### src/rtl/adc_serial_regs.vh
`ifndef ADC_SERIAL_REGS_VH
`define ADC_SERIAL_REGS_VH

// Result and channel-select widths
`define RES_W 10
`define CODE_W 4
`define RES_MSB 9

// Channel multiplexer
`define NUM_CHANNELS 14
`define NUM_EXT_INPUTS 11

// Shift-clock edge numbers within one access
`define CODE_BITS 4'h4
`define SAMPLE_EDGE 4'h4
`define LAST_DATA_EDGE 4'h9
`define HANDOFF_EDGE 4'hA
`define EDGE_CNT_MAX 4'hF

// Timing: successive-approximation step period
`define CLK_MHZ 20
`define SAR_STEP_NS 200
`define SAR_STEP_CYC ((`SAR_STEP_NS * `CLK_MHZ) / 1000)
`define STEP_CNT_W 3

// Result buffer
`define RES_FIFO_DEPTH 8
`define RES_FIFO_AW 3

// Reset values
`define RES_RESET 10'h000
`define CODE_RESET 4'h0

`endif

### src/rtl/result_fifo.v
module result_fifo #(
    parameter WIDTH = 10,
    parameter DEPTH = 8,
    parameter AW = 3
) (
    input wire clk_in,
    input wire sys_rst_in,
    input wire in_valid_in,
    output wire in_ready_out,
    input wire [WIDTH-1:0] in_data_in,
    output wire out_valid_out,
    input wire out_ready_in,
    output wire [WIDTH-1:0] out_data_out
);

    reg [WIDTH-1:0] mem [0:DEPTH-1];
    reg [AW-1:0] wr_ptr;
    reg [AW-1:0] rd_ptr;
    reg [AW:0] count;
    wire push;
    wire pop;

    assign in_ready_out = (count != DEPTH[AW:0]);
    assign out_valid_out = (count != {(AW+1){1'b0}});
    assign out_data_out = mem[rd_ptr];
    assign push = in_valid_in && in_ready_out;
    assign pop = out_valid_out && out_ready_in;

    always @(posedge clk_in) begin
        if (push) begin
            mem[wr_ptr] <= in_data_in;
        end
    end

    always @(posedge clk_in or posedge sys_rst_in) begin
        if (sys_rst_in) begin
            wr_ptr <= {AW{1'b0}};
            rd_ptr <= {AW{1'b0}};
            count <= {(AW+1){1'b0}};
        end else begin
            if (push) begin
                wr_ptr <= wr_ptr + 1'b1;
            end
            if (pop) begin
                rd_ptr <= rd_ptr + 1'b1;
            end
            if (push && !pop) begin
                count <= count + 1'b1;
            end else if (pop && !push) begin
                count <= count - 1'b1;
            end
        end
    end

endmodule // result_fifo

### src/rtl/adc_serial_if.v
`include "adc_serial_regs.vh"

// Operation
// Four code bits, MSB first, rising edges
// Code input ignored after four bits
// Code steers fourteen-channel input multiplexer
// Select fall resets counters, enables pins
// Select rise stops accepting clock, code
// Serial output driven only while selected
// Select valid presents previous result MSB
// Falling edges shift next bits, LSB ninth
// Tenth falling edge forces output low
// End-of-conversion low from tenth edge
// End-of-conversion rises when result ready
// Ten-bit successive approximation, read next access
// Sample edges four to ten, then convert
// Host gives ten to sixteen clocks
// Continuous select: MSB on conversion end
// Shift clock and select synchronised first
// Result held until next access
module adc_serial_if (
    input wire clk_in,
    input wire sys_rst_in,
    input wire sel_n_in,
    input wire sclk_in,
    input wire chan_sel_in,
    input wire cmp_in,
    output reg data_out_out,
    output reg data_oe_out,
    output reg eoc_out,
    output reg [`CODE_W-1:0] chan_code_out,
    output reg [`NUM_CHANNELS-1:0] chan_onehot_out,
    output reg sample_out,
    output reg [`RES_W-1:0] dac_code_out,
    output reg conv_busy_out
);

    localparam [1:0] ST_IDLE = 2'b00;
    localparam [1:0] ST_CONV = 2'b01;
    localparam [1:0] ST_PUSH = 2'b10;
    // Integer copies, so the narrow constants are cut on purpose
    localparam integer STEP_CYC = `SAR_STEP_CYC;
    localparam integer MSB_NUM = `RES_MSB;
    localparam [`STEP_CNT_W-1:0] STEP_LAST =
        STEP_CYC[`STEP_CNT_W-1:0] - 1'b1;
    localparam [3:0] MSB_IDX = MSB_NUM[3:0];

    // Two-flop synchronisers, then a history flop for edges
    reg sel_n_meta;
    reg sel_n_sync;
    reg sel_n_prev;
    reg sclk_meta;
    reg sclk_sync;
    reg sclk_prev;
    reg chan_meta;
    reg chan_sync;

    wire sel_active;
    wire sel_fall;
    wire sel_rise;
    wire sclk_rise;
    wire sclk_fall;

    reg [3:0] rise_cnt;
    reg [3:0] fall_cnt;
    reg [`CODE_W-1:0] code_shift;
    reg [`RES_W-1:0] shift_reg;
    reg [`RES_W-1:0] result_hold;

    reg [1:0] state;
    reg [3:0] bit_idx;
    reg [`STEP_CNT_W-1:0] step_cnt;
    reg step_en;
    reg [`RES_W-1:0] sar_result;
    reg conv_start;

    wire fifo_in_valid;
    wire fifo_in_ready;
    wire fifo_out_valid;
    wire fifo_out_ready;
    wire [`RES_W-1:0] fifo_out_data;
    wire reload;

    wire [`NUM_CHANNELS-1:0] next_onehot;

    always @(posedge clk_in or posedge sys_rst_in) begin
        if (sys_rst_in) begin
            sel_n_meta <= 1'b1;
            sel_n_sync <= 1'b1;
            sel_n_prev <= 1'b1;
            sclk_meta <= 1'b0;
            sclk_sync <= 1'b0;
            sclk_prev <= 1'b0;
            chan_meta <= 1'b0;
            chan_sync <= 1'b0;
        end else begin
            sel_n_meta <= sel_n_in;
            sel_n_sync <= sel_n_meta;
            sel_n_prev <= sel_n_sync;
            sclk_meta <= sclk_in;
            sclk_sync <= sclk_meta;
            sclk_prev <= sclk_sync;
            chan_meta <= chan_sel_in;
            chan_sync <= chan_meta;
        end
    end

    assign sel_active = !sel_n_sync;
    assign sel_fall = sel_n_prev && !sel_n_sync;
    assign sel_rise = !sel_n_prev && sel_n_sync;
    // Clock edges count only while selected and not at select fall
    assign sclk_rise = sel_active && !sel_fall
        && !sclk_prev && sclk_sync;
    assign sclk_fall = sel_active && !sel_fall
        && sclk_prev && !sclk_sync;

    // New result may replace the held one only while deselected or from the tenth falling edge on,
    // so a word never changes while the host is reading it
    // Select edges own their cycle: the word waits in the buffer
    // rather than being popped and lost
    assign reload = fifo_out_valid && !sel_fall && !sel_rise
        && (!sel_active || fall_cnt >= `HANDOFF_EDGE);
    assign fifo_out_ready = reload;

    // Serial access: counters, code capture, data shift
    always @(posedge clk_in or posedge sys_rst_in) begin
        if (sys_rst_in) begin
            rise_cnt <= 4'h0;
            fall_cnt <= 4'h0;
            code_shift <= `CODE_RESET;
            chan_code_out <= `CODE_RESET;
            shift_reg <= `RES_RESET;
            result_hold <= `RES_RESET;
            data_out_out <= 1'b0;
            data_oe_out <= 1'b0;
            eoc_out <= 1'b1;
            sample_out <= 1'b0;
            conv_start <= 1'b0;
        end else begin
            conv_start <= 1'b0;
            if (sel_fall) begin
                rise_cnt <= 4'h0;
                fall_cnt <= 4'h0;
                code_shift <= `CODE_RESET;
                sample_out <= 1'b0;
                shift_reg <= result_hold;
                data_out_out <= result_hold[`RES_MSB];
                data_oe_out <= 1'b1;
            end else if (sel_rise) begin
                data_oe_out <= 1'b0;
                data_out_out <= 1'b0;
                sample_out <= 1'b0;
            end else if (reload) begin
                result_hold <= fifo_out_data;
                shift_reg <= fifo_out_data;
                eoc_out <= 1'b1;
                // Longer accesses keep shifting zeros until select rises
                if (sel_active && fall_cnt == `HANDOFF_EDGE) begin
                    // Select held low: next cycle starts here
                    rise_cnt <= 4'h0;
                    fall_cnt <= 4'h0;
                    code_shift <= `CODE_RESET;
                    data_out_out <= fifo_out_data[`RES_MSB];
                end
            end else begin
                if (sclk_rise && rise_cnt < `CODE_BITS) begin
                    code_shift <= {code_shift[`CODE_W-2:0],
                        chan_sync};
                    rise_cnt <= rise_cnt + 4'h1;
                    if (rise_cnt == `CODE_BITS - 4'h1) begin
                        chan_code_out <= {code_shift[`CODE_W-2:0],
                            chan_sync};
                    end
                end
                if (sclk_fall && fall_cnt != `EDGE_CNT_MAX) begin
                    fall_cnt <= fall_cnt + 4'h1;
                    if (fall_cnt < `LAST_DATA_EDGE) begin
                        shift_reg <= {shift_reg[`RES_W-2:0], 1'b0};
                        data_out_out <= shift_reg[`RES_MSB-1];
                    end else begin
                        data_out_out <= 1'b0;
                    end
                    if (fall_cnt == `SAMPLE_EDGE - 4'h1) begin
                        sample_out <= 1'b1;
                    end
                    if (fall_cnt == `HANDOFF_EDGE - 4'h1) begin
                        sample_out <= 1'b0;
                        eoc_out <= 1'b0;
                        conv_start <= 1'b1;
                    end
                end
            end
        end
    end

    // Channel decode: codes beyond the table select nothing
    genvar ch;
    generate
        for (ch = 0; ch < `NUM_CHANNELS; ch = ch + 1) begin : g_dec
            assign next_onehot[ch] = (chan_code_out == ch);
        end
    endgenerate

    always @(posedge clk_in or posedge sys_rst_in) begin
        if (sys_rst_in) begin
            chan_onehot_out <= {`NUM_CHANNELS{1'b0}};
        end else begin
            chan_onehot_out <= next_onehot;
        end
    end

    // Step-rate divider for the approximation sequence
    always @(posedge clk_in or posedge sys_rst_in) begin
        if (sys_rst_in) begin
            step_cnt <= {`STEP_CNT_W{1'b0}};
            step_en <= 1'b0;
        end else if (state != ST_CONV) begin
            step_cnt <= {`STEP_CNT_W{1'b0}};
            step_en <= 1'b0;
        end else if (step_cnt == STEP_LAST) begin
            step_cnt <= {`STEP_CNT_W{1'b0}};
            step_en <= 1'b1;
        end else begin
            step_cnt <= step_cnt + 1'b1;
            step_en <= 1'b0;
        end
    end

    // Successive approximation: one bit per step, MSB first.
    // A full buffer stalls the finished word in ST_PUSH.
    always @(posedge clk_in or posedge sys_rst_in) begin
        if (sys_rst_in) begin
            state <= ST_IDLE;
            bit_idx <= 4'h0;
            sar_result <= `RES_RESET;
            dac_code_out <= `RES_RESET;
            conv_busy_out <= 1'b0;
        end else begin
            case (state)
                ST_IDLE: begin
                    if (conv_start) begin
                        state <= ST_CONV;
                        bit_idx <= MSB_IDX;
                        sar_result <= `RES_RESET;
                        dac_code_out <= 10'h200;
                        conv_busy_out <= 1'b1;
                    end
                end
                ST_CONV: begin
                    if (step_en) begin
                        // Comparator high keeps the trial bit
                        sar_result[bit_idx] <= cmp_in;
                        if (bit_idx == 4'h0) begin
                            state <= ST_PUSH;
                            dac_code_out <= `RES_RESET;
                        end else begin
                            bit_idx <= bit_idx - 4'h1;
                            dac_code_out <= (dac_code_out
                                & ~(10'h001 << bit_idx))
                                | ({9'h000, cmp_in} << bit_idx)
                                | (10'h001 << (bit_idx - 4'h1));
                        end
                    end
                end
                ST_PUSH: begin
                    if (fifo_in_ready) begin
                        state <= ST_IDLE;
                        conv_busy_out <= 1'b0;
                    end
                end
                default: begin
                    state <= ST_IDLE;
                    conv_busy_out <= 1'b0;
                end
            endcase
        end
    end

    assign fifo_in_valid = (state == ST_PUSH);

    result_fifo #(
        .WIDTH(`RES_W),
        .DEPTH(`RES_FIFO_DEPTH),
        .AW(`RES_FIFO_AW)
    ) u_result_fifo (
        .clk_in(clk_in),
        .sys_rst_in(sys_rst_in),
        .in_valid_in(fifo_in_valid),
        .in_ready_out(fifo_in_ready),
        .in_data_in(sar_result),
        .out_valid_out(fifo_out_valid),
        .out_ready_in(fifo_out_ready),
        .out_data_out(fifo_out_data)
    );

endmodule // adc_serial_if

### config.mk
export PLATFORM = sky130hd
export DESIGN_NAME = adc_serial_if
export DESIGN_NICKNAME = d
export VERILOG_FILES = /design/src/rtl/result_fifo.v /design/src/rtl/adc_serial_if.v
export VERILOG_INCLUDE_DIRS = /design/src /design/src/rtl
export SDC_FILE = /design/constraint.sdc
export NUM_CORES = 1
export LEC_CHECK = 0
export ABC_AREA = 0
export CORE_ASPECT_RATIO = 0.5
export CORE_MARGIN = 2
export CORE_UTILIZATION = 70
export CTS_BUF_LIST = sky130_fd_sc_hd__clkbuf_8
export DETAILED_ROUTE_END_ITERATION = 6
export DONT_BUFFER_PORTS = 1
export GPL_ROUTABILITY_DRIVEN = 0
export PLACE_DENSITY = 0.84
export SLEW_MARGIN = 10
export SYNTH_ARGS = -nofsm -noshare
export SYNTH_HDL_FRONTEND = slang
export SYNTH_HIERARCHICAL = 1
export SYNTH_SLANG_ARGS = --single-unit
export TNS_END_PERCENT = 100
### constraint.sdc
create_clock -name clk_in -period 5.6 [get_ports clk_in]
set_clock_uncertainty 0.15 [all_clocks]
set_input_delay 0.56 -clock clk_in [delete_from_list [all_inputs] [get_ports clk_in]]
set_output_delay 0.56 -clock clk_in [all_outputs]
set_load 0.02 [all_outputs]
; Yosys cells after proc, flatten, opt, wreduce, memory -nomap -nowiden
; Memories as Yosys holds them, arrays and structs flattened.
; Index checks and enable logic that the tools add are counted.
[word_totals]
wordCells = 211
regBits = 102
inputBits = 6
output_inout_bits = 33
memories = 1
ram_bits = 80
[op_classes]
n_eq_ne = 32
muxes = 70
shifts = 3
n_addsub = 8
n_reduce_logical = 54
n_bitwise = 8
n_lt_le_gt_ge = 5
[mem_list]
columns = name, words, width, rd, rd_clocked_by_memory_dff, wr, line_no
row1 = u_result_fifo.mem, 8, 10, 1, 0, 1, result_fifo.v:16  ; reg [WIDTH-1:0] mem [0:DEPTH-1];
[ops]
columns = operator, n
row1 = $mux W4, 14
row2 = $mux W10, 5
row3 = $mux W9, 5
row4 = $pmux W10 S2, 2
row5 = $eq A4 B4 Y1 const B, 8
row6 = $mux W1, 29
row7 = $reduce_and A3 Y1, 7
row8 = $or A10 B10 Y10, 2
row9 = $shl A1 B4 Y10 const A, 2
row10 = $logic_and A1 B1 Y1, 18
row11 = $mux W3, 6
row12 = $eq A4 B2 Y1 const B, 4
row13 = $eq A4 B3 Y1 const B, 4
row14 = $add A4 B1 Y4 const B, 3
row15 = $ne A2 B2 Y1 const B, 6
row16 = $ne A4 B4 Y1 const B, 3
row17 = $reduce_and A4 Y1, 3
row18 = $reduce_bool A3 Y1, 4
row19 = $reduce_bool A4 Y1, 3
row20 = $and A10 B10 Y10, 1
row21 = $bwmux W10, 1
row22 = $not A10 Y10, 1
row23 = $reduce_bool A2 Y1, 5
row24 = $shl A1 B4 Y10, 1
row25 = 25 further kinds, 43

; Depth between registers and ports, before layout
[logic_depth]
word_depth = 11
depth_mapped = 13

; Modules after synthesis
; Netlist, hierarchy kept.
[modules_own_cells]
columns = mod, instances, area_per_inst_um2, seq_area_each_um2, cells_each
row1 = adc_serial_if, 1, 4450.5, 2307.2, 427
row2 = result_fifo, 1, 3718.6, 2652.5, 178

; Worst setup path after synthesis
; Ideal clock, no wire load.
[synth_path]
path_type = reg-to-reg
startpoint = register sel_n_sync
endpoint = register u_result_fifo.count[3]
stages_incl_launch_ff = 14
path_buffers = 1
required_ns = 5.313
arrival_ns = 2.935
setup_slack_ns = 2.377
period_less_slack_ns = 3.223
path_cell_list = dfstp_2 -> inv_1 -> ha_1 -> clkbuf_1 -> nor2_1 -> nand2b_1 -> inv_1 -> nand2_2 -> ha_1 -> inv_1 -> ha_1 -> or4_1 -> nand3_1 -> o221ai_1
[synth_between]
elab_chain_cells = 10
elab_cells_between_ends = 15
cone_classes = mux (1) / reduce/logical (14)
[synth_lines]
columns = item, line_no
row1 = from (decl), adc_serial_if.v:50  ; reg sel_n_sync;
row2 = from (signal assigned), adc_serial_if.v:98  ; sel_n_sync <= sel_n_meta;
row3 = $logic_not A1 Y1 *, adc_serial_if.v:109  ; assign sel_fall = sel_n_prev && !sel_n_sync;
row4 = $logic_and A1 B1 Y1 *, adc_serial_if.v:109
row5 = via sel_fall, adc_serial_if.v:59  ; wire sel_fall;
row6 = $logic_not A1 Y1 *, adc_serial_if.v:121  ; assign reload = fifo_out_valid && !sel_fall && !sel_rise
row7 = $logic_and A1 B1 Y1 * (3 in series), adc_serial_if.v:121
row8 = via fifo_out_ready, adc_serial_if.v:80  ; wire fifo_out_ready;
row9 = $logic_and A1 B1 Y1 *, result_fifo.v:27  ; assign pop = out_valid_out && out_ready_in;
row10 = $logic_not A1 Y1, result_fifo.v:47  ; if (push && !pop) begin
row11 = $logic_and A1 B1 Y1, result_fifo.v:47
row12 = $mux W4 / $reduce_bool A2 Y1 (equally long branches), n/a
row13 = to (signal assigned), result_fifo.v:39  ; count <= {(AW+1){1'b0}};
row14 = to (signal assigned), result_fifo.v:48  ; count <= count + 1'b1;
row15 = to (signal assigned), result_fifo.v:50  ; count <= count - 1'b1;
row16 = to (decl), result_fifo.v:19  ; reg [AW:0] count;
; The timed path passes the listed nets; every way through them passes the cells marked *.
; A chain may end at the register's enable or synchronous reset.

; Worst setup path after layout
; Same ends and word-level chain as after synthesis.

==> results.cfg <==
[finish]
nets = 627
largest_registers = u_result_fifo/mem (80), chan_onehot_out (14)
layout_cells_sized_above_1 = 0.153
utilization = 0.775
largest_reg_flops = 80
max_flop_register = u_result_fifo/mem
flow.area_growth_from_synthesis_pct = 6.14
antenna_cells = 0
layout.cells.non_filler = 773

[clock_network]
clk_pin_slew_ns = 0.11
max-clock-path-buffers = 2
tritoncts_num_sinks = 182
clock_tree_from_tritoncts = built
htree_levels = 4
clock_root_buffer = clkbuf_8
cts-resized-gates = 0
cts.repair_timing.setup_buffer_count = 0
clk-insertion-delay-late_ns = 0.46
cts_buffer_count = 17

[pwr]
switching_power_uw = 552
power_density_nw_per_um2 = 264
power.static_leakage_nw = 3.73
p_int_mw = 1.73
peakVddDrop_uv = 156
power.clock.fraction = 0.364
p_comb_frac = 0.022
power_frac_seq = 0.613
netSwitchingFraction = 0.241

[routing]
vias = 4945
routed_length_on_met2_mm = 7.39
top_layer = met4
routed-wl-met3_mm = 1.08
post-route-drc-count = 0
detailed_route_wire_length_per_cell_um = 20.1
drtPass1Iterations = 5
drt-total-wl_mm = 15.5
drt-met1-wl_mm = 6.82
route.detailed.vias_per_inst = 6.40
initial_drc_count = 446
antenna_violating_nets_post_route = 0

[setup_path]
slowest_stage = dfstp_2
launching_element_type_of_the_critical_path = flip-flop
worst_setup_path_end_kind = flip-flop
max_stage_delay_ns = 0.64
worst_r2r_path_depth = 12
critPathRequiredTime_ns = 5.78
worstPathCellList = inv_1 -> ha_1 -> nor2_1 -> nand2b_1 -> inv_1 -> nand2_2 -> ha_1 -> inv_1 -> ha_1 -> or4_1 -> nand3_1 -> o221ai_1
crit_type = flip-flop to flip-flop
timing.rr.start = sel_n_sync
worst-endpoint-arrival_ns = 4.01
startpoint_of_the_most_critical_setup_path = sel_n_sync
reg2reg_to = u_result_fifo/count[3]
critPathCapture = u_result_fifo/count[3]
flop_to_flop_setup_slack_ns = 1.77
worstPathMaxFanout = 16

[floorplanning]
die_y_um = 80.4
fp.coreArea_um2 = 11200
design.die.area_um2 = 12600
design.portCount = 39
floorplan.rows = 27
die-width_um = 157
start_util = 0.731

[global_route]
grt_start_max_net_pins = 61
global_route.overflow_total = 0
antenna_violations_before_repair = 0
global_route_wire_length_before_repair_mm = 25.0
grtUsageTotal = 0.265
first_global_vias = 4813

[synth]
post-synth-top-area-fraction = 0.300
yosysUniqueCellTypes = 71
synth_nets = 631
synthArstFlopShare = 0.560
share_of_synthesized_area_occupied_by_flip_flops_and_latches = 0.607
synth_edf_count = 80
post_synth_instance_area_um2 = 8170
postSynthCellCount = 605
yosysWarningCount = 6
synth_largest_area_cell = dfrtp_1
synth_top_cells_by_area = dfrtp_1 (30%), edfxtp_1 (29%), mux4_1 (6.1%)
ys_ff_latch = 182
yosys.cell_count.top_type = dfrtp_1
synthTopCellsByCount = dfrtp_1 (98), edfxtp_1 (80), nand2_1 (47)
ys.flop_type = dfrtp_1
synth.avg_cell_area_um2 = 13.5

[sta]
max_freq_mhz = 261
rsz0062_at_grt = no
relSlewSlack = 0.248
setup_viol = 0
totalNegativeSetupSlack_ns = 0
hold_viol_final = 0
hold_slack_ns = 0.213
worst_slew_pin_slew_ns = 1.13
final.period_utilization = 0.683
slew_violations = 0
final_period_minus_worst_setup_slack_ns = 3.83

[run_status]
outcome = complete, no violations

[flow_run]
cap_violations = 0

[place]
post-place-cells = 737
port_buffers = 0
hpwl_mm = 9.90

[worst_hold_path]
hp-class = input pin to flip-flop
==> per-layer routing <==
| layer | global-route usage | vias up |
|---|---|---|
| li1 | - | 2257 |
| met2 | 0.429 | 206 |
| met3 | 0.0534 | 27 |
| met1 | 0.367 | 2455 |
| met5 | 0 | - |
| met4 | 0.0927 | 0 |
==> worst min path at each step <==
stage	startpoint	end	slack, ns	depth (start not counted)
after floorplan	chan_meta	chan_sync	0.18	0
after global placement	chan_meta	chan_sync	0.19	0
after detailed placement	chan_meta	chan_sync	0.19	0
after CTS	cmp_in	dac_code_out[8]	0.19	2
after global routing	cmp_in	dac_code_out[8]	0.21	2
final	cmp_in	dac_code_out[8]	0.21	2
==> timing repair <==
action,CTS,global route
hold buffers,4,0
setup endpoints to repair,0,0
hold endpoints to repair,45,0
==> critical path: cells and delay by family, from the launching register on <==
kind                     cells  cell delay (ns)
AO/OA/AOI/OAI                1             0.11
adder cells (fa/ha/maj)      3             1.04
buffers and inverters        3             0.44
flip-flops                   1             0.64
AND/OR/NAND/NOR              5             1.32
==> metrics by stage <==
stage	instance area, um^2	worst slack (ns)	power [mW]
after floorplan	8170	2.38	1.47
after global placement	8260	2.00	1.48
after detailed placement	8260	1.84	1.48
after CTS	8670	1.82	2.30
after global routing	8670	1.55	2.36
final	8670	1.77	2.29
==> kinds of logic (layout without fill, tap and decap cells) <==
logic type / Yosys count / count (layout) / share of synthesized area
adders and majority gates: 20 / 20 / 0.0316
xor gates and xnor gates: 8 / 8 / 0.00858
muxes: 69 / 69 / 0.130
AOI/OAI and AO/OA: 122 / 122 / 0.0997
buffers and inverters: 50 / 59 / 0.0263
DFF: 182 / 182 / 0.607
and+or+nand+nor: 154 / 154 / 0.0962
==> placed cells by master, fill, tap and decap left out, types with 5 or more instances in the layout <==
| cell type | instances |
|---|---|
| o21ai_0 | 43 |
| nand2_1 | 47 |
| nand2b_1 | 12 |
| a21oi_1 | 25 |
| ha_1 | 19 |
| mux2i_1 | 9 |
| nand3_1 | 9 |
| mux4_1 | 19 |
| nor2_1 | 29 |
| a22o_1 | 7 |
| mux2_2 | 39 |
| nor3_1 | 15 |
| xnor2_1 | 8 |
| edfxtp_1 | 80 |
| clkinv_4 | 5 |
| nor2b_1 | 8 |
| clkbuf_8 | 17 |
| dfrtp_1 | 98 |
| inv_1 | 23 |
| nand3b_1 | 6 |
==> power by group through the flow <==
stage	combinational [mW]	clock [mW]	sequential [mW]
floorplan	0.0388	0	1.43
global placement	0.0477	0	1.43
detailed placement	0.0485	0	1.43
CTS	0.0514	0.846	1.40
global route	0.0575	0.897	1.40
finish	0.0505	0.833	1.40
==> layout make-up <==
type / count / area, um^2
Clock inverter: 15 / 141
Inverter: 22 / 85.1
Sequential cell: 182 / 4960
Timing Repair Buffer: 5 / 47.5
Multi-Input combinational cell: 373 / 3000
Clock buffer: 17 / 234
Tap cell: 159 / 199
Fill cell: 638 / 2510
No activity file was read; power rests on OpenSTA's default activity.
